--- config.mk ---
export PLATFORM = sky130hd
export DESIGN_NAME = usi_top
export DESIGN_NICKNAME = d
export VERILOG_FILES = /design/src/usi_pkg.sv /design/src/usi_top.sv /design/src/usi_lamp.sv
export SDC_FILE = /design/constraint.sdc
export NUM_CORES = 1
export LEC_CHECK = 0
export ABC_AREA = 1
export BUFFER_PORTS_ARGS = -buffer_cell sky130_fd_sc_hd__buf_2
export CORE_ASPECT_RATIO = 1.75
export CORE_MARGIN = 2
export CORE_UTILIZATION = 53
export CTS_CLUSTER_DIAMETER = 60
export CTS_CLUSTER_SIZE = 25
export DETAILED_ROUTE_END_ITERATION = 16
export PLACE_DENSITY = 0.8
export SLEW_MARGIN = 40
export SYNTH_ARGS = -nofsm -noshare
export SYNTH_HDL_FRONTEND = slang
export SYNTH_SLANG_ARGS = --single-unit
--- constraint.sdc ---
create_clock -name core_clk_in -period 2 [get_ports core_clk_in]
set_clock_uncertainty 0.2 [all_clocks]
set_input_delay 0.3 -clock core_clk_in [delete_from_list [all_inputs] [get_ports core_clk_in]]
set_output_delay 0.3 -clock core_clk_in [all_outputs]
set_load 0.02 [all_outputs]
--- src/usi_pkg.sv ---
// Shared constants and types for the front-panel status indicator logic
package usi_pkg;

	// Clock and pattern timing
	localparam int CLK_HZ         = 40_000_000;
	localparam int TICK_MS        = 50;
	localparam int TICK_CYCLES    = (CLK_HZ / 1000) * TICK_MS;
	localparam int FRAME_TICKS    = 24;
	localparam int ON_TICKS       = 4;
	localparam int SECOND_ON_TICK = 8;
	localparam int ACT_HOLD_TICKS = 2;

	// Register byte offsets
	localparam logic [3:0] REG_CTRL   = 4'h0;
	localparam logic [3:0] REG_STATUS = 4'h4;
	localparam logic [3:0] REG_MASK   = 4'h8;
	localparam logic [3:0] REG_STATE  = 4'hc;

	// Control fields and reset values
	localparam int         CTRL_TEST_BIT   = 0;
	localparam int         CTRL_ACT_EN_BIT = 1;
	localparam logic [1:0] CTRL_RESET      = 2'h2;
	localparam logic [4:0] MASK_RESET      = 5'h00;

	// Event bits in status and mask
	localparam int EV_UNIT_ERR = 0;
	localparam int EV_CTRL_ERR = 1;
	localparam int EV_NET_ERR  = 2;
	localparam int EV_LINK_UP  = 3;
	localparam int EV_LINK_DN  = 4;
	localparam int EV_COUNT    = 5;

	// Fieldbus state machine codes
	localparam logic [1:0] NET_ST_INIT   = 2'h0;
	localparam logic [1:0] NET_ST_PREOP  = 2'h1;
	localparam logic [1:0] NET_ST_SAFEOP = 2'h2;
	localparam logic [1:0] NET_ST_OP     = 2'h3;

	// Fieldbus error codes
	localparam logic [2:0] NET_ERR_NONE    = 3'h0;
	localparam logic [2:0] NET_ERR_SETTING = 3'h1;
	localparam logic [2:0] NET_ERR_SYNC    = 3'h2;
	localparam logic [2:0] NET_ERR_APP_WDT = 3'h3;
	localparam logic [2:0] NET_ERR_BOOT    = 3'h4;
	localparam logic [2:0] NET_ERR_PDI_WDT = 3'h5;

	typedef enum logic [2:0] {
		LAMP_OFF,
		LAMP_ON,
		LAMP_BLINK,
		LAMP_SINGLE,
		LAMP_DOUBLE,
		LAMP_FLICKER
	} usi_lamp_e;

endpackage

--- src/usi_top.sv ---
// Front-panel indicator logic with status registers and interrupt
//
// Behaviour
// - Run lamp on unless hardware fault or host flag fault set
// - Unit fault lamp follows unit error
// - Controller fault lamp follows host error
// - Network fault lamp pattern per error code
// - Link lamp dark without physical link
// - Link lamp steady with link, no traffic
// - Link lamp flickers during frame traffic
//
// Chosen here: the register offsets and the address-and-strobe port.
module usi_top
	import usi_pkg::*;
#(
	parameter int TICK_CYC = TICK_CYCLES
)
(
	// Clock and reset
	input  wire logic        core_clk_in,
	input  wire logic        resetn_in,
	// Internal status sources
	input  wire logic        hw_fault_in,
	input  wire logic        host_flag_fault_in,
	input  wire logic        unit_err_in,
	input  wire logic        host_ctrl_err_in,
	input  wire logic [1:0]  net_state_in,
	input  wire logic [2:0]  net_err_code_in,
	// Physical layer pins
	input  wire logic        phy_link_in,
	input  wire logic        phy_activity_in,
	// Register port
	input  wire logic [3:0]  reg_addr_in,
	input  wire logic [31:0] reg_wdata_in,
	input  wire logic        reg_wr_in,
	input  wire logic        reg_rd_in,
	output logic      [31:0] reg_rdata_out,
	// Interrupt
	output logic             irq_out,
	// Lamps
	output logic             run_lamp_out,
	output logic             unit_fault_lamp_out,
	output logic             controller_fault_lamp_out,
	output logic             network_state_lamp_out,
	output logic             network_fault_lamp_out,
	output logic             link_activity_lamp_out
);

	localparam int TW = $clog2(TICK_CYC + 1);

	logic [TW-1:0]       tick_cnt_q;
	logic                tick_q;
	logic [4:0]          phase_q;
	logic                blink_q;
	logic                single_q;
	logic                double_q;
	logic                flicker_q;
	logic [1:0]          link_sync_q;
	logic [1:0]          act_sync_q;
	logic                link_prev_q;
	logic [1:0]          act_hold_q;
	logic                act_hold;
	logic                unit_prev_q;
	logic                ctrl_prev_q;
	logic [2:0]          err_prev_q;
	logic [1:0]          ctrl_q;
	logic [EV_COUNT-1:0] status_q;
	logic [EV_COUNT-1:0] status_set;
	logic [EV_COUNT-1:0] mask_q;
	logic [31:0]         rdata_q;
	logic                irq_q;
	logic                lamp_test;
	logic                act_en;
	usi_lamp_e           run_mode;
	usi_lamp_e           unit_mode;
	usi_lamp_e           ctrl_mode;
	usi_lamp_e           state_mode;
	usi_lamp_e           err_mode;
	usi_lamp_e           link_mode;

	assign lamp_test = ctrl_q[CTRL_TEST_BIT];
	assign act_en    = ctrl_q[CTRL_ACT_EN_BIT];
	assign act_hold  = (act_hold_q != 2'h0);

	// Base tick divider; every pattern is built from whole ticks
	always_ff @(posedge core_clk_in or negedge resetn_in)
	begin
		if (!resetn_in)
		begin
			tick_cnt_q <= '0;
			tick_q     <= 1'b0;
		end
		else if (tick_cnt_q == TW'(TICK_CYC - 1))
		begin
			tick_cnt_q <= '0;
			tick_q     <= 1'b1;
		end
		else
		begin
			tick_cnt_q <= tick_cnt_q + 1'b1;
			tick_q     <= 1'b0;
		end
	end

	// Pattern phases shared by all lamps so they flash in step
	always_ff @(posedge core_clk_in or negedge resetn_in)
	begin
		if (!resetn_in)
		begin
			phase_q   <= 5'h00;
			flicker_q <= 1'b0;
		end
		else if (tick_q)
		begin
			phase_q   <= (phase_q == 5'(FRAME_TICKS - 1)) ? 5'h00 : phase_q + 5'h01;
			flicker_q <= ~flicker_q;
		end
	end

	always_ff @(posedge core_clk_in or negedge resetn_in)
	begin
		if (!resetn_in)
		begin
			blink_q  <= 1'b0;
			single_q <= 1'b0;
			double_q <= 1'b0;
		end
		else
		begin
			blink_q  <= ((phase_q / 5'(ON_TICKS)) % 5'h02) == 5'h00;
			single_q <= phase_q < 5'(ON_TICKS);
			double_q <= (phase_q < 5'(ON_TICKS)) ||
				((phase_q >= 5'(SECOND_ON_TICK)) &&
				(phase_q < 5'(SECOND_ON_TICK + ON_TICKS)));
		end
	end

	// Pins come from the PHY clock domain: two flops before use
	always_ff @(posedge core_clk_in or negedge resetn_in)
	begin
		if (!resetn_in)
		begin
			link_sync_q <= 2'h0;
			act_sync_q  <= 2'h0;
		end
		else
		begin
			link_sync_q <= {link_sync_q[0], phy_link_in};
			act_sync_q  <= {act_sync_q[0], phy_activity_in};
		end
	end

	// Stretch short traffic bursts so the flicker stays visible
	always_ff @(posedge core_clk_in or negedge resetn_in)
	begin
		if (!resetn_in)
		begin
			act_hold_q <= 2'h0;
		end
		else if (!link_sync_q[1])
		begin
			act_hold_q <= 2'h0;
		end
		else if (act_sync_q[1])
		begin
			act_hold_q <= 2'(ACT_HOLD_TICKS);
		end
		else if (tick_q && act_hold)
		begin
			act_hold_q <= act_hold_q - 2'h1;
		end
	end

	// Lamp modes; lamp test forces every lamp on
	always_comb
	begin
		run_mode   = (hw_fault_in || host_flag_fault_in) ? LAMP_OFF : LAMP_ON;
		unit_mode  = unit_err_in ? LAMP_ON : LAMP_OFF;
		ctrl_mode  = host_ctrl_err_in ? LAMP_ON : LAMP_OFF;
		state_mode = LAMP_OFF;
		err_mode   = LAMP_OFF;
		link_mode  = LAMP_OFF;
		unique case (net_state_in)
			NET_ST_INIT:   state_mode = LAMP_OFF;
			NET_ST_PREOP:  state_mode = LAMP_BLINK;
			NET_ST_SAFEOP: state_mode = LAMP_SINGLE;
			NET_ST_OP:     state_mode = LAMP_ON;
		endcase
		// Codes outside the table show steady to err on the visible side
		case (net_err_code_in)
			NET_ERR_NONE:    err_mode = LAMP_OFF;
			NET_ERR_SETTING: err_mode = LAMP_BLINK;
			NET_ERR_SYNC:    err_mode = LAMP_SINGLE;
			NET_ERR_APP_WDT: err_mode = LAMP_DOUBLE;
			NET_ERR_BOOT:    err_mode = LAMP_FLICKER;
			default:         err_mode = LAMP_ON;
		endcase
		if (link_sync_q[1])
		begin
			link_mode = (act_hold && act_en) ? LAMP_FLICKER : LAMP_ON;
		end
		if (lamp_test)
		begin
			run_mode   = LAMP_ON;
			unit_mode  = LAMP_ON;
			ctrl_mode  = LAMP_ON;
			state_mode = LAMP_ON;
			err_mode   = LAMP_ON;
			link_mode  = LAMP_ON;
		end
	end

	usi_lamp u_run (.core_clk_in(core_clk_in), .resetn_in(resetn_in), .mode_in(run_mode),
		.blink_in(blink_q), .single_in(single_q), .double_in(double_q),
		.flicker_in(flicker_q), .lamp_out(run_lamp_out));
	usi_lamp u_unit (.core_clk_in(core_clk_in), .resetn_in(resetn_in), .mode_in(unit_mode),
		.blink_in(blink_q), .single_in(single_q), .double_in(double_q),
		.flicker_in(flicker_q), .lamp_out(unit_fault_lamp_out));
	usi_lamp u_ctrl (.core_clk_in(core_clk_in), .resetn_in(resetn_in), .mode_in(ctrl_mode),
		.blink_in(blink_q), .single_in(single_q), .double_in(double_q),
		.flicker_in(flicker_q), .lamp_out(controller_fault_lamp_out));
	usi_lamp u_state (.core_clk_in(core_clk_in), .resetn_in(resetn_in), .mode_in(state_mode),
		.blink_in(blink_q), .single_in(single_q), .double_in(double_q),
		.flicker_in(flicker_q), .lamp_out(network_state_lamp_out));
	usi_lamp u_err (.core_clk_in(core_clk_in), .resetn_in(resetn_in), .mode_in(err_mode),
		.blink_in(blink_q), .single_in(single_q), .double_in(double_q),
		.flicker_in(flicker_q), .lamp_out(network_fault_lamp_out));
	usi_lamp u_link (.core_clk_in(core_clk_in), .resetn_in(resetn_in), .mode_in(link_mode),
		.blink_in(blink_q), .single_in(single_q), .double_in(double_q),
		.flicker_in(flicker_q), .lamp_out(link_activity_lamp_out));

	// Event edge detection
	always_ff @(posedge core_clk_in or negedge resetn_in)
	begin
		if (!resetn_in)
		begin
			unit_prev_q <= 1'b0;
			ctrl_prev_q <= 1'b0;
			err_prev_q  <= NET_ERR_NONE;
			link_prev_q <= 1'b0;
		end
		else
		begin
			unit_prev_q <= unit_err_in;
			ctrl_prev_q <= host_ctrl_err_in;
			err_prev_q  <= net_err_code_in;
			link_prev_q <= link_sync_q[1];
		end
	end

	always_comb
	begin
		status_set              = '0;
		status_set[EV_UNIT_ERR] = unit_err_in && !unit_prev_q;
		status_set[EV_CTRL_ERR] = host_ctrl_err_in && !ctrl_prev_q;
		status_set[EV_NET_ERR]  = (net_err_code_in != NET_ERR_NONE) &&
			(net_err_code_in != err_prev_q);
		status_set[EV_LINK_UP]  = link_sync_q[1] && !link_prev_q;
		status_set[EV_LINK_DN]  = !link_sync_q[1] && link_prev_q;
	end

	// Sticky status: a new event wins over a write-one clear
	always_ff @(posedge core_clk_in or negedge resetn_in)
	begin
		if (!resetn_in)
		begin
			status_q <= '0;
		end
		else if (reg_wr_in && (reg_addr_in == REG_STATUS))
		begin
			status_q <= (status_q & ~reg_wdata_in[EV_COUNT-1:0]) | status_set;
		end
		else
		begin
			status_q <= status_q | status_set;
		end
	end

	always_ff @(posedge core_clk_in or negedge resetn_in)
	begin
		if (!resetn_in)
		begin
			ctrl_q <= CTRL_RESET;
			mask_q <= MASK_RESET;
		end
		else if (reg_wr_in)
		begin
			if (reg_addr_in == REG_CTRL)
			begin
				ctrl_q <= reg_wdata_in[1:0];
			end
			if (reg_addr_in == REG_MASK)
			begin
				mask_q <= reg_wdata_in[EV_COUNT-1:0];
			end
		end
	end

	// Read data valid only in the cycle after the strobe
	always_ff @(posedge core_clk_in or negedge resetn_in)
	begin
		if (!resetn_in)
		begin
			rdata_q <= 32'h0000_0000;
		end
		else if (reg_rd_in)
		begin
			case (reg_addr_in)
				REG_CTRL:   rdata_q <= {30'h0, ctrl_q};
				REG_STATUS: rdata_q <= {27'h0, status_q};
				REG_MASK:   rdata_q <= {27'h0, mask_q};
				REG_STATE:  rdata_q <= {19'h0, net_err_code_in, net_state_in,
					link_sync_q[1], act_hold, network_fault_lamp_out,
					network_state_lamp_out, link_activity_lamp_out,
					controller_fault_lamp_out, unit_fault_lamp_out, run_lamp_out};
				default:    rdata_q <= 32'h0000_0000;
			endcase
		end
		else
		begin
			rdata_q <= 32'h0000_0000;
		end
	end

	always_ff @(posedge core_clk_in or negedge resetn_in)
	begin
		if (!resetn_in)
		begin
			irq_q <= 1'b0;
		end
		else
		begin
			irq_q <= |(status_q & mask_q);
		end
	end

	assign reg_rdata_out = rdata_q;
	assign irq_out       = irq_q;

	a_run_lamp_dark: assert property (@(posedge core_clk_in) disable iff (!resetn_in)
		(hw_fault_in || host_flag_fault_in) && !lamp_test |=> !run_lamp_out)
		else $error("run lamp lit during a fault");
	a_run_lamp_lit: assert property (@(posedge core_clk_in) disable iff (!resetn_in)
		!hw_fault_in && !host_flag_fault_in && !lamp_test |=> run_lamp_out)
		else $error("run lamp dark in normal operation");
	a_unit_lamp_track: assert property (@(posedge core_clk_in) disable iff (!resetn_in)
		!lamp_test ##1 !$past(lamp_test) |-> unit_fault_lamp_out == $past(unit_err_in))
		else $error("unit fault lamp does not follow unit error");
	a_ctrl_lamp_track: assert property (@(posedge core_clk_in) disable iff (!resetn_in)
		$rose(host_ctrl_err_in) && !lamp_test |=> controller_fault_lamp_out)
		else $error("controller fault lamp missed host error");
	a_net_err_pdi: assert property (@(posedge core_clk_in) disable iff (!resetn_in)
		(net_err_code_in == NET_ERR_PDI_WDT) && !lamp_test |=> network_fault_lamp_out)
		else $error("network fault lamp not steady on interface watchdog");
	a_net_err_boot: assert property (@(posedge core_clk_in) disable iff (!resetn_in)
		(net_err_code_in == NET_ERR_BOOT) && !lamp_test
		|=> network_fault_lamp_out == $past(flicker_q))
		else $error("network fault lamp not flickering on boot error");
	a_link_dark: assert property (@(posedge core_clk_in) disable iff (!resetn_in)
		!link_sync_q[1] && !lamp_test |=> !link_activity_lamp_out)
		else $error("link lamp lit without link");
	a_link_steady: assert property (@(posedge core_clk_in) disable iff (!resetn_in)
		link_sync_q[1] && !act_hold && !lamp_test |=> link_activity_lamp_out)
		else $error("link lamp not steady on idle link");
	a_link_flicker: assert property (@(posedge core_clk_in) disable iff (!resetn_in)
		link_sync_q[1] && act_hold && act_en && !lamp_test
		|=> link_activity_lamp_out == $past(flicker_q))
		else $error("link lamp not flickering with traffic");
	a_state_lamp_op: assert property (@(posedge core_clk_in) disable iff (!resetn_in)
		(net_state_in == NET_ST_INIT) && !lamp_test ##1 (net_state_in == NET_ST_OP) && !lamp_test
		|-> !network_state_lamp_out ##1 network_state_lamp_out)
		else $error("network state lamp wrong for init or operational");

endmodule

--- src/usi_lamp.sv ---
// One indicator lamp driver: picks a pattern by mode and registers it
module usi_lamp
	import usi_pkg::*;
(
	// Clock and reset
	input  wire logic      core_clk_in,
	input  wire logic      resetn_in,
	// Mode and shared pattern phases
	input  wire usi_lamp_e mode_in,
	input  wire logic      blink_in,
	input  wire logic      single_in,
	input  wire logic      double_in,
	input  wire logic      flicker_in,
	// Lamp drive
	output logic           lamp_out
);

	logic lamp_q;

	always_ff @(posedge core_clk_in or negedge resetn_in)
	begin
		if (!resetn_in)
		begin
			lamp_q <= 1'b0;
		end
		else
		begin
			unique case (mode_in)
				LAMP_OFF:     lamp_q <= 1'b0;
				LAMP_ON:      lamp_q <= 1'b1;
				LAMP_BLINK:   lamp_q <= blink_in;
				LAMP_SINGLE:  lamp_q <= single_in;
				LAMP_DOUBLE:  lamp_q <= double_in;
				LAMP_FLICKER: lamp_q <= flicker_in;
				default:      lamp_q <= 1'b0;
			endcase
		end
	end

	assign lamp_out = lamp_q;

endmodule

==> impl_results.md, run 1 <==
- Status: completed
- Worst r2r dst: tick_cnt_q[15]
- I/O pins: 90
- Dpl ws: 292 ps
- Largest stage delay, worst path: 400 ps
- Initial antenna violation count: 0
- Clk_lat worst skew: 330 ps
- DR vias: 2734
- DRT Wirelength: 7.19 mm
- Sinks on Clock Net: 75
- GRT Total Usage: 22.4%
- Post-Syn Area: 3490 um^2
- Maximum vdd drop: 0.000571 V
- Final net count: 513
- TritonCTS buffer count: 9
- P_leak: 0.00214 uW
- Largest family of logic cells by synthesized area: simple AND/OR/NAND/NOR gates
- Hold Crit Class: in2reg
- Flip-flop and latch count after synthesis: 75
- Overall die area: 7270 um^2
- CTS max path bufs: 2
- Max-cap violations: 0
- Via-per-instance ratio: 5.03
- Pin count of the biggest net entering global routing: 76
- Cell mode on critical path: nand3_2
- Num rows: 39
- RR Startpoint: tick_cnt_q[0]
- Fraction of synthesized area in multiplexers: 0%
- Crit path launch type: flip-flop
- Die width: 65.3 um
- Avg Inst Size Synth: 8.88 um^2
- Setup bufs post-CTS: 0
- Arr. time, crit path: 1720 ps
- WP buf/inv: 1
- Post-Synth Adder-Cell Area: 1.79%
- TritonCTS clock tree: built
- Maximum clock rate: 587 MHz
- Compound-gate portion of the synthesized area: 6.20%
- Simple-gate share of the synthesized area: 23.6%
- Setup TNS: 0 ps
- Hold-fix buffers, CTS: 10
- R2R setup slack: 300 ps
- Largest delay contributor family on the critical path: simple AND/OR/NAND/NOR gates
- Seq/Total Area, Yosys: 53.8%
- # setup viols final: 0
- Critical path, cell by cell: ha_1 > nand3_2 > nor2_2 > nand3_2 > inv_2 > a21oi_1
- RSZ-0062 raised after global routing: no
- Synth area leader: dfrtp_1
- Initial core utilization: 54.2%
- Die Ht: 111 um
- Residual DRC: 0
- WS Path Type: reg2reg
- Final min period: 1700 ps
- Antenna Cells: 0
- Yosys warnings: 0
- CTS root buffer: clkbuf_16
- Hold_sp: net_state_in[1]
- Reg2reg path depth: 6
- Final Slew Violations: 0
- Worst hold stages: 3
- Synth area leaders: dfrtp_1, nand2_1, inv_1
- H-tree Lvls: 3
- Global-route wire length before repair: 12.3 mm
- Vias in the first global route: 2822
- CP max FO: 6
- Area Overhead vs Synth: 19.4%
- Post-Synthesis Cells: 393
- Most common cell after layout, fill and taps aside: nand2_1
- Fin worst setup slack: 298 ps
- Area share of the largest cell type after synthesis: 53.1%
- Clock-pin transition on the worst setup and hold timing paths: 60 ps
- Layout cells sized above 1: 18.4%
- Critical Path End Type: flip-flop
- Final-layout fill cell count: 540
- Drt first pass iters: 4
- Pwr per Cell Area: 870 nW/um^2
- Fin. Hold Viols: 0
- Post-DR wirelength/cell: 13.2 um
- Distinct cells, synth: 29
- CP max stage cell: dfrtp_1
- Congestion Overflow GR: 0
- ANT nets after route: 0
- Hold Crit Endpoint: reg_rdata_out[9]
- GPL Wtd Cong: 0.975
- DP HPWL: 5.17 mm
- Final critical-path share of the clock period: 85.1%
- Input/output buffers: 43
- # resized after CTS: 0
- Core ar.: 6440 um^2
- Critical Path RT: 2010 ps
- Xor/xnor share of the synthesized area: 4.02%
- Most frequent cells in the layout: nand2_1, dfrtp_1, inv_1
- Iteration-0 DRC Markers: 215
-- synth_stat cells --
cell type   n
nand2_1    85
dfrtp_1    74
inv_1      54
nor2_1     40
buf_4      19
nand3_1    16
o21ai_0    14
o21ai_1    13
xor2_1     12
nand4_1    11
a21oi_1    10
nor2_2      6
nor3_1      6
ha_1        5
inv_2       4
xnor2_1     4
nand3_2     3
nor3_4      3
nand2_2     2
nand2_4     2
or2_2       2
a221oi_1    1
a31oi_1     1
buf_2       1
conb_1      1
dfstp_2     1
nor2_4      1
o211ai_1    1
o21ai_2     1
-- logic make-up (layout without fill, tap and decap cells) --
kind of cell / count (synthesis) / after routing
buf+inv: 78 / 128
other cells: 1 / 19
flops: 75 / 75
compound gates: 41 / 41
xor+xnor: 16 / 16
fa+ha+maj: 5 / 5
simple gates: 177 / 177
-- power by group --
part	internal [uW]	switching, uW
Clock	1060	587
Sequential	1600	44.2
Combinational	113	225
-- metal layers --
metal	GRT usage, %	up-vias	wire length, um
met2	41.1	93	4150
met3	5.15	29	351
li1	-	1324	-
met5	0	-	0
met1	21.5	1288	2400
met4	13.9	0	291
-- registers in the layout, summed over array words and instances, names as in the netlist, 2 cells and up --
name and count:
status_q 5, reg_rdata_out 13, act_sync_q 2, link_sync_q 2, act_hold_q 2, phase_q 5
tick_cnt_q 21, err_prev_q 3, mask_q 5, ctrl_q 2
-- per-stage QoR --
stage	std cells	power [uW]	area [um^2]	hold slack (ps)	util, %
after floorplan	411	1870	3560	-196	-
after global placement	518	1970	3750	134	58.3
after detailed placement	518	1980	3750	143	58.3
after CTS	543	3670	4170	8.51	64.7
after global routing	543	3780	4170	18.9	64.7
final	543	3630	4170	17.6	64.7
-- worst register-to-register path, delay by kind of cell, from the launching register on --
kind | cells | cell delay [ps]
AND/OR/NAND/NOR | 3 | 530
flip-flops | 1 | 400
adder cells (fa/ha/maj) | 1 | 220
buffers and inverters | 1 | 170
AO/OA/AOI/OAI | 1 | 60
-- layout make-up --
class / instances / area, um^2 / share of cell area (%)
tap: 82 / 103 / 2.46
clock inverter: 3 / 46.3 / 1.11
timing repair buffer: 55 / 343 / 8.23
sequential: 75 / 1880 / 45.1
inverter: 58 / 218 / 5.22
multi-input combinational: 258 / 1310 / 31.5
clock buffer: 12 / 267 / 6.39
-- worst max-delay path by stage --
stage	slack, ps	to	from	cells after the start
global placement	310	tick_cnt_q[10]	tick_cnt_q[0]	6
finish	300	tick_cnt_q[15]	tick_cnt_q[0]	6
floorplan	510	tick_cnt_q[20]	tick_cnt_q[0]	8
CTS	290	tick_cnt_q[15]	tick_cnt_q[0]	6
global route	190	tick_cnt_q[20]	tick_cnt_q[0]	8
detailed placement	290	tick_cnt_q[15]	tick_cnt_q[0]	6
(Power assumes the default switching activity.)
==> run 2: changes to the inputs <==
CORE_ASPECT_RATIO = unset   (was 1.75)
==> impl_results.md, run 2 (same netlist as run 1, synthesis figures left out) <==
- Status: completed
- Pwr per Cell Area: 786 nW/um^2 (-9.7%)
- Most frequent cells in the layout: nand2_1, dfrtp_1, inv_1
- Congestion Overflow GR: 0 (unchanged)
- Post-DR wirelength/cell: 11.9 um (-9.9%)
- CP max stage cell: dfrtp_1
- GPL Wtd Cong: 0.885 (-9.2%)
- Final Slew Violations: 0 (unchanged)
- Layout cells sized above 1: 18.4% (-0.080 points)
- Overall die area: 7250 um^2 (-0.36%)
- GRT Total Usage: 18.9% (-3.4 points)
- RR Startpoint: tick_cnt_q[0]
- # setup viols final: 0 (unchanged)
- Num rows: 29 (-26%)
- Residual DRC: 0 (unchanged)
- Max-cap violations: 0 (unchanged)
- ANT nets after route: 0 (unchanged)
- Initial core utilization: 55.0% (+0.78 points)
- Hold-fix buffers, CTS: 12 (+2)
- Sinks on Clock Net: 75 (unchanged)
- Hold_sp: reg_rd_in
- TritonCTS clock tree: built
- Fin. Hold Viols: 0 (unchanged)
- Input/output buffers: 43 (unchanged)
- Maximum clock rate: 562 MHz (-4.3%)
- Cell mode on critical path: nand3_2
- Critical Path End Type: flip-flop
- DR vias: 2668 (-2.4%)
- Antenna Cells: 0 (unchanged)
- Fin area: 4070 um^2 (-2.4%)
- Most common cell after layout, fill and taps aside: nand2_1
- Clock-pin transition on the worst setup and hold timing paths: 80 ps (+20 ps)
- H-tree Lvls: 3 (unchanged)
- Global-route wire length before repair: 11.0 mm (-10%)
- Area Overhead vs Synth: 16.6%
- Placed Area: 3740 um^2 (-0.37%)
- Die width: 85.1 um (+30%)
- Worst setup path startpoint: tick_cnt_q[0]
- Max FFs per register: 21 (unchanged)
- Crit path launch type: flip-flop
- Die Ht: 85.1 um (-24%)
- DP HPWL: 4.52 mm (-13%)
- Setup bufs post-CTS: 0 (unchanged)
- Final net count: 514 (+0.19%)
- Critical Path RT: 2020 ps (about the same)
- Initial antenna violation count: 0 (unchanged)
- CP max FO: 6 (unchanged)
- TritonCTS buffer count: 9 (unchanged)
- DRT Wirelength: 6.44 mm (-10%)
- # resized after CTS: 0 (unchanged)
- WS Path Type: reg2reg
- CTS max path bufs: 2 (unchanged)
- CTS root buffer: clkbuf_8
- Maximum vdd drop: 0.000461 V (-19%)
- Iteration-0 DRC Markers: 156 (-27%)
- Core ar.: 6350 um^2 (-1.4%)
- Critical path, cell by cell: ha_1 > nand3_2 > nor2_2 > nand3_2 > inv_2 > a21oi_1
- Arr. time, crit path: 1800 ps (+80 ps)
- Vias in the first global route: 2584 (-8.4%)
- P_leak: 0.00209 uW (-2.3%)
- Pin count of the biggest net entering global routing: 76 (unchanged)
- Final critical-path share of the clock period: 89.0% (+3.9 points)
- Reg with most FFs: tick_cnt_q
- I/O pins: 90 (unchanged)
- Clk_lat worst skew: 350 ps (+20 ps)
- RSZ-0062 raised after global routing: no
- Hold Crit Class: in2reg
- Via-per-instance ratio: 4.94 (-1.9%)
- Final min period: 1780 ps (+77.2 ps)
- Drt first pass iters: 4 (unchanged)
- Setup TNS: 0 ps (unchanged)
- Largest stage delay, worst path: 420 ps (+20 ps)
[run 2: changes by cell type in the layout (fill, tap and decap cells not counted)]
cell           before  now
dlygate4sd3_1      10   12
clkinv_4            1    0
clkinvlp_4          1    2
inv_6               0    3
buf_4               1    0
clkbuf_8            3    9
clkbuf_16           9    0
inv_8               0    1
[run 2: power breakdown]
part | leakage, uW | switching (uW) | internal (uW) | total (uW)
registers | 0.000933 | 44.7 | 1590 | 1640
clock network | 0.0000988 | 626 | 598 | 1220
logic | 0.00106 | 221 | 115 | 336
[run 2: per-stage QoR]
stage	setup WS, ps	hold WS (ps)	utilization [%]	cells	total power, uW
2_1_floorplan	512	-196	-	411	1870
3_5_place_dp	246	139	58.9	512	1980
4_1_cts	215	9.69	64.1	540	3210
6_report	220	21.1	64.1	540	3200
5_1_grt	102	35.1	64.1	540	3320
3_3_place_gp	312	136	58.9	512	1970
[run 2: worst paths after layout]
path | end | cells past startpoint | slack (ps)
max | tick_cnt_q[15] | 6 | 220
min in group asynchronous | reg_rdata_out[1] | 3 | 310
max in group asynchronous | ctrl_q[1] | 3 | 960
min | reg_rdata_out[3] | 3 | 20
min reg2reg | act_sync_q[1] | 0 | 160
max reg2reg | tick_cnt_q[15] | 6 | 220
[run 2: metal layers]
metal / wire length [um] / track usage (%) / vias to the layer above
li1: - / - / 1327
met4: 148 / 9.38 / 0
met2: 3060 / 31.7 / 84
met5: 0 / 0 / -
met1: 2850 / 23.6 / 1244
met3: 382 / 3.60 / 13
[run 2: critical path: cells and delay by family, from the launching register on]
family	cells	cell delay [ps]
buffers and inverters	1	170
and+or+nand+nor	3	580
DFF	1	420
adders and majority gates	1	230
AOI/OAI and AO/OA	1	60
[run 2: final cells by class]
cell class              instances  area [um^2]
clock inverters                 7         82.6
clock buffers                   9          124
well taps                      77         96.3
inverters                      58          218
fillers                       521         2280
flip-flops and latches         75         1880
multi-input cells             258         1310
repair buffers                 56          355
